**config.mk**
```make
export PLATFORM = sky130hd
export DESIGN_NAME = i2c_slave
export DESIGN_NICKNAME = d
export VERILOG_FILES = /design/src/i2c_slave_pkg.sv /design/src/line_if.sv /design/src/line_sync.sv /design/src/i2c_slave.sv
export SDC_FILE = /design/constraint.sdc
export NUM_CORES = 1
export LEC_CHECK = 0
export BUFFER_PORTS_ARGS = -buffer_cell sky130_fd_sc_hd__buf_2
export CAP_MARGIN = 30
export CORE_ASPECT_RATIO = 0.8
export CORE_MARGIN = 2
export CORE_UTILIZATION = 55
export CTS_BUF_LIST = sky130_fd_sc_hd__clkbuf_8 sky130_fd_sc_hd__clkbuf_16
export CTS_CLUSTER_DIAMETER = 60
export DETAILED_ROUTE_END_ITERATION = 8
export PLACE_DENSITY = 0.8
export SETUP_SLACK_MARGIN = 0.1
export SLEW_MARGIN = 10
export SYNTH_ARGS = -nofsm -noshare
export SYNTH_HDL_FRONTEND = slang
export SYNTH_SLANG_ARGS = --single-unit
```
**constraint.sdc**
```tcl
create_clock -name core_clk -period 2.34 [get_ports core_clk]
set_clock_uncertainty 0.1 [all_clocks]
set_input_delay 0.702 -clock core_clk [delete_from_list [all_inputs] [get_ports core_clk]]
set_output_delay 0.702 -clock core_clk [all_outputs]
set_load 0.05 [all_outputs]
```
**src/i2c_slave_pkg.sv**
```systemverilog
// Constants, reset values and state encoding shared by the serial-port slave logic
`default_nettype none
package i2c_slave_pkg;
  // Bits per byte on the wire; the ninth clock carries the acknowledge
  localparam logic [3:0] BYTE_BITS     = 4'h8;
  localparam logic [3:0] LAST_TX_FALL  = 4'h7;
  // Leading pattern of a 10-bit high address byte
  localparam logic [4:0] HI_ADDR_PATTERN = 5'h1E;
  // Field positions inside the address byte
  localparam int unsigned HI_PAT_MSB   = 7;
  localparam int unsigned HI_PAT_LSB   = 3;
  localparam int unsigned UPPER_A_MSB  = 2;
  localparam int unsigned UPPER_A_LSB  = 1;
  localparam int unsigned RW_BIT       = 0;
  // Reset values and the constant line drive level
  localparam logic [7:0] ADDR_RESET    = 8'h00;
  localparam logic [7:0] BUF_RESET     = 8'h00;
  localparam logic       CKP_RESET     = 1'b1;
  localparam logic       LINE_LOW      = 1'b0;

  typedef enum logic [2:0] {
    ST_IDLE   = 3'b000,
    ST_ADDR   = 3'b001,
    ST_HOLD   = 3'b010,
    ST_ACK    = 3'b011,
    ST_TX     = 3'b100,
    ST_TX_ACK = 3'b101,
    ST_RX     = 3'b110,
    ST_RX_ACK = 3'b111
  } slave_state_e;
endpackage
`default_nettype wire

```
**src/line_if.sv**
```systemverilog
// Synchronised bus line levels and conditions passed to the slave control logic
`default_nettype none
interface line_if;
  logic scl_s;
  logic sda_s;
  logic scl_rise;
  logic scl_fall;
  logic start_det;
  logic stop_det;
  modport sync_side (output scl_s, sda_s, scl_rise, scl_fall, start_det, stop_det);
  modport ctrl_side (input  scl_s, sda_s, scl_rise, scl_fall, start_det, stop_det);
endinterface
`default_nettype wire

```
**src/line_sync.sv**
```systemverilog
// Two-stage synchronisers on the bus lines with edge, Start and Stop detection
`default_nettype none
module line_sync (
  input  wire logic       core_clk,   // System clock
  input  wire logic       rst_n,      // Synchronous reset, active low
  input  wire logic       scl_in,     // Clock line level from the pin
  input  wire logic       sda_in,     // Data line level from the pin
  line_if.sync_side       line        // Conditions toward the controller
);
  logic [1:0] pin_raw;
  logic [1:0] meta_q;
  logic [1:0] meta_d;
  logic [1:0] sync_q;
  logic [1:0] sync_d;
  logic [1:0] prev_q;
  logic [1:0] prev_d;

  assign pin_raw = {sda_in, scl_in};

  // Both lines get the same three flops; only the second and third stages are ever looked at
  genvar gi;
  generate
    for (gi = 0; gi < 2; gi++)
    begin : g_line
      always_comb
      begin
        meta_d[gi] = pin_raw[gi];
        sync_d[gi] = meta_q[gi];
        prev_d[gi] = sync_q[gi];
      end
    end
  endgenerate

  always_ff @(posedge core_clk)
  begin
    if (!rst_n)
    begin
      meta_q <= 2'h3;
      sync_q <= 2'h3;
      prev_q <= 2'h3;
    end
    else
    begin
      meta_q <= meta_d;
      sync_q <= sync_d;
      prev_q <= prev_d;
    end
  end

  // Start is SDA falling while SCL stays high; Stop is SDA rising while SCL stays high
  assign line.scl_s     = sync_q[0];
  assign line.sda_s     = sync_q[1];
  assign line.scl_rise  = sync_q[0] & ~prev_q[0];
  assign line.scl_fall  = ~sync_q[0] & prev_q[0];
  assign line.start_det = sync_q[0] & prev_q[0] & prev_q[1] & ~sync_q[1];
  assign line.stop_det  = sync_q[0] & prev_q[0] & ~prev_q[1] & sync_q[1];
endmodule
`default_nettype wire

```
**src/i2c_slave.sv**
```systemverilog
// Serial-port slave: read transfers, address hold and 10-bit address reception
`default_nettype none
module i2c_slave (
  input  wire logic       core_clk,          // System clock, 50 MHz
  input  wire logic       rst_n,             // Synchronous reset, active low
  input  wire logic       scl_in,            // Clock line level
  output logic            scl_out,           // Clock line drive value, always low
  output logic            scl_oe_n,          // Clock line pulled low while this is low
  input  wire logic       sda_in,            // Data line level
  output logic            sda_out,           // Data line drive value, always low
  output logic            sda_oe_n,          // Data line pulled low while this is low
  input  wire logic       ten_bit_mode,      // 10-bit addressing
  input  wire logic       address_hold_en,   // Firmware decides the address acknowledge
  input  wire logic       stretch_enable,    // Stretch after each received byte
  input  wire logic       slave_collision_detect_en, // Collision detect while sending
  input  wire logic       start_irq_en,      // Start condition raises the interrupt flag
  input  wire logic       ack_data_bit,      // Ack value chosen in hold, 1 = not-ack
  input  wire logic       addr_wr,           // Pulse: write address register
  input  wire logic [7:0] addr_wdata,        // Address register write data
  input  wire logic       data_wr,           // Pulse: write data buffer
  input  wire logic [7:0] data_wdata,        // Data buffer write data
  input  wire logic       data_rd,           // Pulse: buffer read, clears buffer full
  input  wire logic       clock_release_set, // Pulse: set the clock release bit
  input  wire logic       irq_clear,         // Pulse: clear the port interrupt flag
  input  wire logic       collision_clear,   // Pulse: clear the collision flag
  output logic [7:0]      slave_address_reg, // Address register
  output logic [7:0]      port_data_buffer,  // Data buffer
  output logic            read_write_flag,   // Last matched address asked for a read
  output logic            start_flag,        // Start seen last
  output logic            stop_flag,         // Stop seen last
  output logic            ack_status_bit,    // Master response, 1 = not-ack
  output logic            ack_time_flag,     // Inside an address hold acknowledge time
  output logic            port_interrupt_flag, // Sticky event flag
  output logic            bus_collision_flag,  // Sticky collision flag
  output logic            buffer_full_flag,  // Buffer written or received into since the last read pulse
  output logic            update_address_flag, // 10-bit address register update due
  output logic            clock_release_bit  // Clock released when high and no address update is due
);
  import i2c_slave_pkg::*;

  line_if line ();

  line_sync u_line_sync (
    .core_clk (core_clk),
    .rst_n    (rst_n),
    .scl_in   (scl_in),
    .sda_in   (sda_in),
    .line     (line.sync_side)
  );

  slave_state_e state_q, state_d;
  logic [3:0] cnt_q, cnt_d;
  logic [7:0] rx_shift_q, rx_shift_d;
  logic [7:0] tx_shift_q, tx_shift_d;
  logic [7:0] addr_q, addr_d;
  logic [7:0] buf_q, buf_d;
  logic       rw_q, rw_d;
  logic       start_q, start_d;
  logic       stop_q, stop_d;
  logic       ackst_q, ackst_d;
  logic       ack_time_flag_q, ack_time_flag_d;
  logic       irq_q, irq_d;
  logic       bcl_q, bcl_d;
  logic       bf_q, bf_d;
  logic       ua_q, ua_d;
  logic       ckp_q, ckp_d;
  logic       nack_q, nack_d;
  logic       lo_byte_q, lo_byte_d;
  logic       addr10_ok_q, addr10_ok_d;
  logic       hold_q, hold_d;
  logic       sda_n_q, sda_n_d;
  logic       addr_match;
  logic       hi_match;
  logic       byte_done;

  // Address compare on the byte just shifted in
  always_comb
  begin
    hi_match = (rx_shift_q[HI_PAT_MSB:HI_PAT_LSB] == HI_ADDR_PATTERN) &&
               (rx_shift_q[UPPER_A_MSB:UPPER_A_LSB] == addr_q[UPPER_A_MSB:UPPER_A_LSB]);
    if (!ten_bit_mode)
      addr_match = (rx_shift_q[7:1] == addr_q[7:1]);
    else if (lo_byte_q)
      addr_match = (rx_shift_q == addr_q);
    else
      addr_match = hi_match && (!rx_shift_q[RW_BIT] || addr10_ok_q); // Reads only after a full match
  end

  assign byte_done = line.scl_fall && (cnt_q == BYTE_BITS);

  // Next-state and register updates; firmware actions first so bus events override them
  always_comb
  begin
    state_d     = state_q;
    cnt_d       = cnt_q;
    rx_shift_d  = rx_shift_q;
    tx_shift_d  = tx_shift_q;
    addr_d      = addr_q;
    buf_d       = buf_q;
    rw_d        = rw_q;
    start_d     = start_q;
    stop_d      = stop_q;
    ackst_d     = ackst_q;
    ack_time_flag_d    = ack_time_flag_q;
    bcl_d       = bcl_q && !collision_clear;
    irq_d       = irq_q && !irq_clear;
    bf_d        = bf_q && !data_rd;
    ua_d        = ua_q;
    ckp_d       = ckp_q || clock_release_set;
    nack_d      = nack_q;
    lo_byte_d   = lo_byte_q;
    addr10_ok_d = addr10_ok_q;
    if (addr_wr)
    begin
      addr_d = addr_wdata;
      ua_d   = 1'b0;
    end
    if (data_wr)
    begin
      buf_d      = data_wdata;
      tx_shift_d = data_wdata;
      bf_d       = 1'b1;
    end
    case (state_q)
      ST_ADDR:
      begin
        if (line.scl_rise && cnt_q != BYTE_BITS)
        begin
          rx_shift_d = {rx_shift_q[6:0], line.sda_s};
          cnt_d      = cnt_q + 4'h1;
        end
        else if (byte_done)
        begin
          if (addr_match)
          begin
            buf_d  = rx_shift_q;
            bf_d   = 1'b1;
            rw_d   = rx_shift_q[RW_BIT] && !lo_byte_q;
            nack_d = 1'b0;
            if (address_hold_en)
            begin
              ckp_d    = 1'b0;
              irq_d    = 1'b1;
              ack_time_flag_d = 1'b1;
              state_d  = ST_HOLD;
            end
            else
              state_d = ST_ACK;
          end
          else if (ten_bit_mode && lo_byte_q)
          begin
            irq_d   = 1'b1;
            ua_d    = 1'b1;
            state_d = ST_IDLE;
          end
          else
            state_d = ST_IDLE;
        end
      end
      ST_HOLD:
      begin
        if (ckp_d)
        begin
          nack_d  = ack_data_bit;
          state_d = ST_ACK;
        end
      end
      ST_ACK:
      begin
        if (line.scl_fall)
        begin
          ack_time_flag_d = 1'b0;
          cnt_d    = 4'h0;
          if (nack_q)
            state_d = ST_IDLE;
          else
          begin
            irq_d = 1'b1;
            if (rw_q)
            begin
              ckp_d   = 1'b0;
              state_d = ST_TX;
            end
            else if (ten_bit_mode && !lo_byte_q && !addr10_ok_q)
            begin
              ua_d      = 1'b1;
              lo_byte_d = 1'b1;
              state_d   = ST_ADDR;
            end
            else
            begin
              if (lo_byte_q)
              begin
                ua_d        = 1'b1;
                addr10_ok_d = 1'b1;
                lo_byte_d   = 1'b0;
              end
              else if (stretch_enable)
                ckp_d = 1'b0;
              state_d = ST_RX;
            end
          end
        end
      end
      ST_TX:
      begin
        if (line.scl_rise && tx_shift_q[7] && !line.sda_s && slave_collision_detect_en)
        begin
          bcl_d   = 1'b1;
          state_d = ST_IDLE;
        end
        else if (line.scl_fall)
        begin
          tx_shift_d = {tx_shift_q[6:0], 1'b1};
          if (cnt_q == LAST_TX_FALL)
            state_d = ST_TX_ACK;
          else
            cnt_d = cnt_q + 4'h1;
        end
      end
      ST_TX_ACK:
      begin
        if (line.scl_rise)
          ackst_d = line.sda_s;
        else if (line.scl_fall)
        begin
          irq_d = 1'b1;
          cnt_d = 4'h0;
          if (ackst_q)
            state_d = ST_IDLE;
          else
          begin
            ckp_d   = 1'b0;
            state_d = ST_TX;
          end
        end
      end
      ST_RX:
      begin
        if (line.scl_rise && cnt_q != BYTE_BITS)
        begin
          rx_shift_d = {rx_shift_q[6:0], line.sda_s};
          cnt_d      = cnt_q + 4'h1;
        end
        else if (byte_done)
        begin
          buf_d   = rx_shift_q;
          bf_d    = 1'b1;
          state_d = ST_RX_ACK;
        end
      end
      ST_RX_ACK:
      begin
        if (line.scl_fall)
        begin
          irq_d   = 1'b1;
          cnt_d   = 4'h0;
          state_d = ST_RX;
          if (stretch_enable)
            ckp_d = 1'b0;
        end
      end
      default:
      begin
        state_d = ST_IDLE;
      end
    endcase
    // Bus conditions abort whatever byte is in flight
    if (line.start_det)
    begin
      start_d   = 1'b1;
      stop_d    = 1'b0;
      irq_d     = irq_d || start_irq_en;
      state_d   = ST_ADDR;
      cnt_d     = 4'h0;
      lo_byte_d = 1'b0;
      ack_time_flag_d  = 1'b0;
    end
    else if (line.stop_det)
    begin
      stop_d      = 1'b1;
      start_d     = 1'b0;
      state_d     = ST_IDLE;
      addr10_ok_d = 1'b0;
      ack_time_flag_d    = 1'b0;
    end
  end

  // Line drives: SCL is only grabbed once already low, so a high phase is never cut short
  always_comb
  begin
    hold_d = (!ckp_d || ua_d) && (!line.scl_s || hold_q);
    case (state_d)
      ST_ACK:  sda_n_d = nack_d;
      ST_TX:   sda_n_d = tx_shift_d[7];
      ST_RX_ACK: sda_n_d = 1'b0;
      default: sda_n_d = 1'b1;
    endcase
  end

  always_ff @(posedge core_clk)
  begin
    if (!rst_n)
    begin
      state_q     <= ST_IDLE;
      cnt_q       <= 4'h0;
      rx_shift_q  <= BUF_RESET;
      tx_shift_q  <= BUF_RESET;
      addr_q      <= ADDR_RESET;
      buf_q       <= BUF_RESET;
      rw_q        <= 1'b0;
      start_q     <= 1'b0;
      stop_q      <= 1'b0;
      ackst_q     <= 1'b0;
      ack_time_flag_q    <= 1'b0;
      irq_q       <= 1'b0;
      bcl_q       <= 1'b0;
      bf_q        <= 1'b0;
      ua_q        <= 1'b0;
      ckp_q       <= CKP_RESET;
      nack_q      <= 1'b0;
      lo_byte_q   <= 1'b0;
      addr10_ok_q <= 1'b0;
      hold_q      <= 1'b0;
      sda_n_q     <= 1'b1;
    end
    else
    begin
      state_q     <= state_d;
      cnt_q       <= cnt_d;
      rx_shift_q  <= rx_shift_d;
      tx_shift_q  <= tx_shift_d;
      addr_q      <= addr_d;
      buf_q       <= buf_d;
      rw_q        <= rw_d;
      start_q     <= start_d;
      stop_q      <= stop_d;
      ackst_q     <= ackst_d;
      ack_time_flag_q    <= ack_time_flag_d;
      irq_q       <= irq_d;
      bcl_q       <= bcl_d;
      bf_q        <= bf_d;
      ua_q        <= ua_d;
      ckp_q       <= ckp_d;
      nack_q      <= nack_d;
      lo_byte_q   <= lo_byte_d;
      addr10_ok_q <= addr10_ok_d;
      hold_q      <= hold_d;
      sda_n_q     <= sda_n_d;
    end
  end

  // Every output but the two constant drive values is a flop; the drive values never leave low
  assign scl_out             = LINE_LOW;
  assign sda_out             = LINE_LOW;
  assign scl_oe_n            = !hold_q;
  assign sda_oe_n            = sda_n_q;
  assign slave_address_reg   = addr_q;
  assign port_data_buffer    = buf_q;
  assign read_write_flag     = rw_q;
  assign start_flag          = start_q;
  assign stop_flag           = stop_q;
  assign ack_status_bit      = ackst_q;
  assign ack_time_flag       = ack_time_flag_q;
  assign port_interrupt_flag = irq_q;
  assign bus_collision_flag  = bcl_q;
  assign buffer_full_flag    = bf_q;
  assign update_address_flag = ua_q;
  assign clock_release_bit   = ckp_q;
endmodule
`default_nettype wire

```
# --- Word-level counts from Yosys, hierarchy flattened ---
# Cells that the tools add are included.
word_totals:
  regBits: 60
  elab_cells: 220
  output_inout_bits: 30
  inputBits: 32
classes:
  muxes: 110
  addsub: 1
  bitwise_logic: 15
  n_reduce_logical: 43
  eq_ne: 27
ops:
  columns: ["op", "count"]
  rows:
  - ["8-bit two-way mux", 10]
  - ["1-bit two-way mux", 65]
  - ["3-bit two-way mux", 19]
  - ["4-bit two-way mux", 6]
  - ["3-bit case mux with 7 select lines", 1]
  - ["3-bit equality test, second input constant", 6]
  - ["2-bit != test, second input constant", 9]
  - ["4-bit case mux with 4 select lines", 1]
  - ["8-bit case mux with 2 select lines", 1]
  - ["1-bit logical AND", 15]
  - ["6-bit AND reduction", 2]
  - ["1-bit logical NOT", 10]
  - ["3-bit by 2-bit equality test with 1-bit output, second input constant", 3]
  - ["8-bit equality test", 1]
  - ["1-bit inverter", 8]
  - ["1-bit case mux with 2 select lines", 4]
  - ["1-bit case mux with 4 select lines", 2]
  - ["4-bit AND reduction", 2]
  - ["1-bit AND", 7]
  - ["7-bit equality test", 1]
  - ["2-bit OR reduction", 3]
  - ["5-bit equality test, second input constant", 1]
  - ["1-bit logical OR", 5]
  - ["4-bit by 1-bit adder with 4-bit output, second input constant", 1]
  - ["other kinds (11)", 13]

# --- Depth between registers and ports, before layout ---
depth:
  depth_word: 13
  ltp_mapped: 8
  mapped_depth_nobuf: 8

# --- Hierarchy ---
# Synthesis repeated with hierarchy kept, for this count alone.
hier_totals:
  cells_unflattened: 344
  area_unflattened_um2: 3259.4
modules_own_cells:
  columns: ["mod", "n_inst", "cells_each", "seq_area_each_um2", "area_each_um2"]
  rows:
  - ["i2c_slave", 1, 328, 1081.0, 3069.2]
  - ["line_sync", 1, 16, 120.1, 190.2]

# --- Least setup slack after synthesis ---
# OpenSTA, ideal clock, no wires.
synth_path:
  path_type: "flip-flop to flip-flop"
  startpoint: "register addr_q[7], in the netlist slave_address_reg[7]"
  endpoint: "register buf_q[4], in the netlist port_data_buffer[4]"
  setup_time_ns: 0.122
  path_stages_with_launch: 7
  required_ns: 2.118
  path_buffers: 1
  period_less_slack_ns: 2.171
  setup_slack_ns: 0.169
  arrival_time_ns: 1.949
  cell_sequence: "dfxtp_1 > xnor2_1 > nand3_1 > o32ai_4 > a31oi_4 > buf_6 > o311a_1"
synth_via:
  elab_chain_cells: 7
  word_cells_on_any_way: 8
  cone_classes: "2 x eq/ne; 6 x mux"
synth_rtl:
  columns: ["item", "line", "source"]
  rows:
  - ["from (decl)", "i2c_slave.sv:55", "logic [7:0] addr_q, addr_d;"]
  - ["from (signal assigned)", "i2c_slave.sv:333", "addr_q <= addr_d;"]
  - ["8-bit equality test", "i2c_slave.sv:84", "addr_match = (rx_shift_q == addr_q);"]
  - ["1-bit two-way mux", "i2c_slave.sv:83", "else if (lo_byte_q)"]
  - ["1-bit two-way mux (*)", "i2c_slave.sv:81", "if (!ten_bit_mode)"]
  - ["8-bit two-way mux (*)", "i2c_slave.sv:134", "if (addr_match)"]
  - ["8-bit two-way mux (*)", "i2c_slave.sv:132", "else if (byte_done)"]
  - ["8-bit two-way mux (*)", "i2c_slave.sv:127", "if (line.scl_rise && cnt_q != BYTE_BITS)"]
  - ["8-bit case mux with 2 select lines (*)", "i2c_slave.sv:124", "case (state_q)"]
  - ["to (signal assigned)", "i2c_slave.sv:334", "buf_q <= buf_d;"]
  - ["to (decl)", "i2c_slave.sv:56", "logic [7:0] buf_q, buf_d;"]
# Every way passes the cells marked *; elsewhere a longest branch is shown, timed or not.
# A chain may end at the register's enable or synchronous reset.

# --- Final worst setup path ---
layout_path:
  startpoint: "register state_q[0]"
  endpoint: "register sda_n_q, in the netlist sda_oe_n"
layout_via:
  elab_chain_cells: 8
  word_cells_on_any_way: 28
  cone_classes: "10 x eq/ne; 18 x mux"
layout_rtl:
  columns: ["item", "line", "source"]
  rows:
  - ["from (decl)", "i2c_slave.sv:51", "slave_state_e state_q, state_d;"]
  - ["from (signal assigned)", "i2c_slave.sv:329", "state_q <= state_d;"]
  - ["3-bit two-way mux", "i2c_slave.sv:215", "if (cnt_q == LAST_TX_FALL)"]
  - ["3-bit two-way mux", "i2c_slave.sv:212", "else if (line.scl_fall)"]
  - ["3-bit two-way mux", "i2c_slave.sv:207", "if (line.scl_rise && tx_shift_q[7] && !line.sda_s && slave_collision_detect_en)"]
  - ["3-bit case mux with 7 select lines", "i2c_slave.sv:124", null]
  - ["3-bit two-way mux", "i2c_slave.sv:279", "else if (line.stop_det)"]
  - ["3-bit two-way mux", "i2c_slave.sv:269", "if (line.start_det)"]
  - ["3-bit equality test or 3-bit by 2-bit equality test with 1-bit output (tied branches)", "i2c_slave.sv:293", "case (state_d)"]
  - ["1-bit case mux with 3 select lines (*)", "i2c_slave.sv:293", null]
  - ["to (signal assigned)", "i2c_slave.sv:349", "sda_n_q <= sda_n_d;"]
  - ["to (decl)", "i2c_slave.sv:71", "logic sda_n_q, sda_n_d;"]
# Marks and branches as above.

==> out/qor.txt <==
Period utilisation layout -> 90.3%
Vias in the first global route -> 2510
Share of cells above drive strength 1 -> 25.6%
Largest net degree at the start of global routing -> 54
Netlist cell types -> 61
Post-layout nets -> 432
Setup crit end kind -> register
Synth warnings -> 0
Main synth FF type -> dfxtp_1
Via count -> 2731
Hold Crit Class -> register to register
Reg clk slew, reported paths -> 0.07 ns
Critical Path RT -> 2.45 ns
GRT overflow -> 0
WL final -> 7560 um
CP Class -> register to register
H-tree depth -> 3
Worst hold path cell count -> 1
Post-synthesis cell count -> 332
Die area -> 0.00627 mm^2
Fmax -> 473 MHz
Final Max Slew Viols -> 0
CTS buffer count -> 9
Outcome -> finished, final reports clean
Final hold vios -> 0
DP Wirelength -> 5510 um
Worst slew margin -> 64.9%
Minimum clock period -> 2.11 ns
CTS Root Cell -> clkbuf_8
Number of synthesized flops with an enable pin -> 0
Die width -> 88.0 um
Crit-path cells -> and4bb_2, buf_4, nand3b_1, a2bb2oi_1, or3_1, a22oi_1, a2bb2oi_1
Initial antenna violation count -> 0
Crit-path max cell delay -> 0.57 ns
Post-synthesis async set-or-reset flop share -> 0%
Total power -> 0.00223 W
DR iter-0 viols -> 293
Endpoints failing setup -> 0
Die Ht -> 71.2 um
R2R Path End -> sda_oe_n
Port bufs -> 59
P_leak -> 1.64 nW
Hold path endpoint -> u_line_sync.prev_d[0]
Power per standard cell area -> 602 mW/mm^2
Hold Buf Count CTS -> 0
Max FO, Critical Path -> 13
Worst-case clock buffer depth -> 2
DRC -> 0
Worst Tran Pin Value -> 0.527 ns
#FFs+latches synth -> 60
CP max-delay cell -> dfxtp_1
Cell with the most instances on the worst path -> a2bb2oi_1
# Max-Cap Violations -> 0
First-pass GRT wire length -> 12100 um
Skew-Pair Late Insertion Delay -> 0.35 ns
CP arrival -> 2.22 ns
ANT nets after route -> 0
Fin Setup TNS -> 0 ns
Worst Setup Start Kind -> register
Filler instances -> 416
R2R cell count -> 7
CTS Sinks -> 60
TritonCTS clock tree -> yes
Starting density of the core -> 57.1%
Critical R2R Launch -> state_q[0]
# diodes -> 0
Final GP Congestion -> 0.940
Sequential fraction of the synthesis area -> 38.7%
Num rows -> 24
Worst hold start -> u_line_sync.meta_q[0]
Most area-hungry cell type in the Yosys netlist -> dfxtp_1
Worst R2R Setup Slack -> 0.23 ns
Worst setup path startpoint -> state_q[0]
Synth area leaders -> dfxtp_1 (39%), mux2i_1 (11%), nor2b_1 (4.8%)
Peak supply drop -> 0.437 mV
Area grow syn2layout -> 19.2%
Core area -> 0.00544 mm^2
Number of vias per cell -> 5.68
RSZ-0062 raised after global routing -> yes
I/O pin total -> 62
Top cell type's share of synthesized area -> 38.7%
Syn_area_per_cell -> 9.35 um^2
Initial DRT Pass Iterations -> 5
Post-Syn Area -> 0.00311 mm^2
Tot GR Track Use -> 25.0%
Wire per inst -> 15.7 um
-- cells in the mapped netlist (2+ instances only) --
master      n
a21boi_0    2
a21oi_1    15
a2bb2oi_1   2
a31oi_1     4
a31oi_4     2
and2_1      2
and2b_1     2
and3b_1     3
and4b_1     2
buf_2       4
buf_4       4
buf_6       2
clkbuf_1   10
dfxtp_1    60
ha_1        2
inv_1      11
mux2i_1    35
nand2_1    24
nand2b_1   10
nand3_1     9
nand3b_1    5
nand4_1     3
nand4b_1    3
nor2_1      9
nor2b_1    24
nor3_1      7
o211a_1     7
o21a_1      2
o21ai_0    17
o21ai_1     2
o22ai_1     2
o311a_1     8
or3_1       4
xnor2_1     6
xor2_1      2
-- cells by family (layout without fill, tap and decap cells) --
family	Yosys count	in the layout	share of synthesized area [%]
other cells	1	2	0.121
fa+ha+maj	2	2	0.806
mux	35	35	11.3
xor+xnor	8	8	2.26
simple gates	116	116	22.5
compound gates	79	79	19.5
buf+inv	31	101	4.88
flops	60	60	38.7
-- cells in the final DEF (no fill, tap or decap), types with 11 or more instances in the layout --
cell,instances
nand2_1,24
inv_1,11
clkbuf_8,11
a21oi_1,14
buf_2,59
mux2i_1,35
o21ai_0,16
buf_4,15
nor2b_1,24
dfxtp_1,59
-- what timing repair did --
item,4_1_cts,5_1_grt
setup endpoints to repair,0,8
gates resized for setup,0,4
setup buffers,0,3
-- layout make-up --
cell class / count / area [um^2] / share of cell area, %
well taps: 78 / 97.6 / 2.64
flip-flops and latches: 60 / 1200 / 32.5
repair buffers: 74 / 408 / 11.0
multi-input cells: 242 / 1770 / 47.7
clock buffers: 11 / 151 / 4.09
clock inverters: 5 / 36.3 / 0.980
inverters: 11 / 41.3 / 1.12
-- how the worst max path moves through the flow --
stage,depth (start not counted),endpoint,slack [ns]
2_1_floorplan,6,port_data_buffer[4],0.17
3_3_place_gp,6,sda_oe_n,0.14
3_5_place_dp,6,sda_oe_n,0.11
4_1_cts,8,sda_oe_n,0.17
5_1_grt,6,sda_oe_n,0.08
6_report,7,sda_oe_n,0.23
-- where the power goes --
group	switching, W	total, W	internal [W]
sequential	0.0000245	0.00108	0.00105
clock	0.000418	0.000858	0.000440
combinational	0.000179	0.000292	0.000113
total	0.000622	0.00223	0.00161
-- layer usage --
| metal | track usage [%] | routed length [um] | up-vias | share of wire, % |
|---|---|---|---|---|
| met5 | 0 | 0 | - | 0 |
| met4 | 6.73 | 77 | 0 | 1.0 |
| met3 | 7.83 | 710 | 12 | 9.4 |
| met2 | 34.1 | 3120 | 142 | 41 |
| met1 | 38.1 | 3660 | 1243 | 48 |
| li1 | - | - | 1334 | - |
-- worst max-delay path: cells and delay by family (launching register included) --
kind            cells  cell delay [ns]
flops               1             0.57
simple gates        3             0.73
buf+inv             1             0.13
compound gates      3             0.44
-- stage by stage --
stage          cells  instance area [um^2]  setup slack (ns)  util, %  hold WS [ns]
2_1_floorplan    333                  3110             0.169        -         0.286
3_3_place_gp     462                  3480             0.144     64.1         0.291
3_5_place_dp     462                  3480             0.109     64.1         0.295
4_1_cts          478                  3670             0.165     67.5         0.312
5_1_grt          481                  3700            0.0766     68.1         0.339
6_report         481                  3700             0.228     68.1         0.307
(Power assumes the default switching activity.)
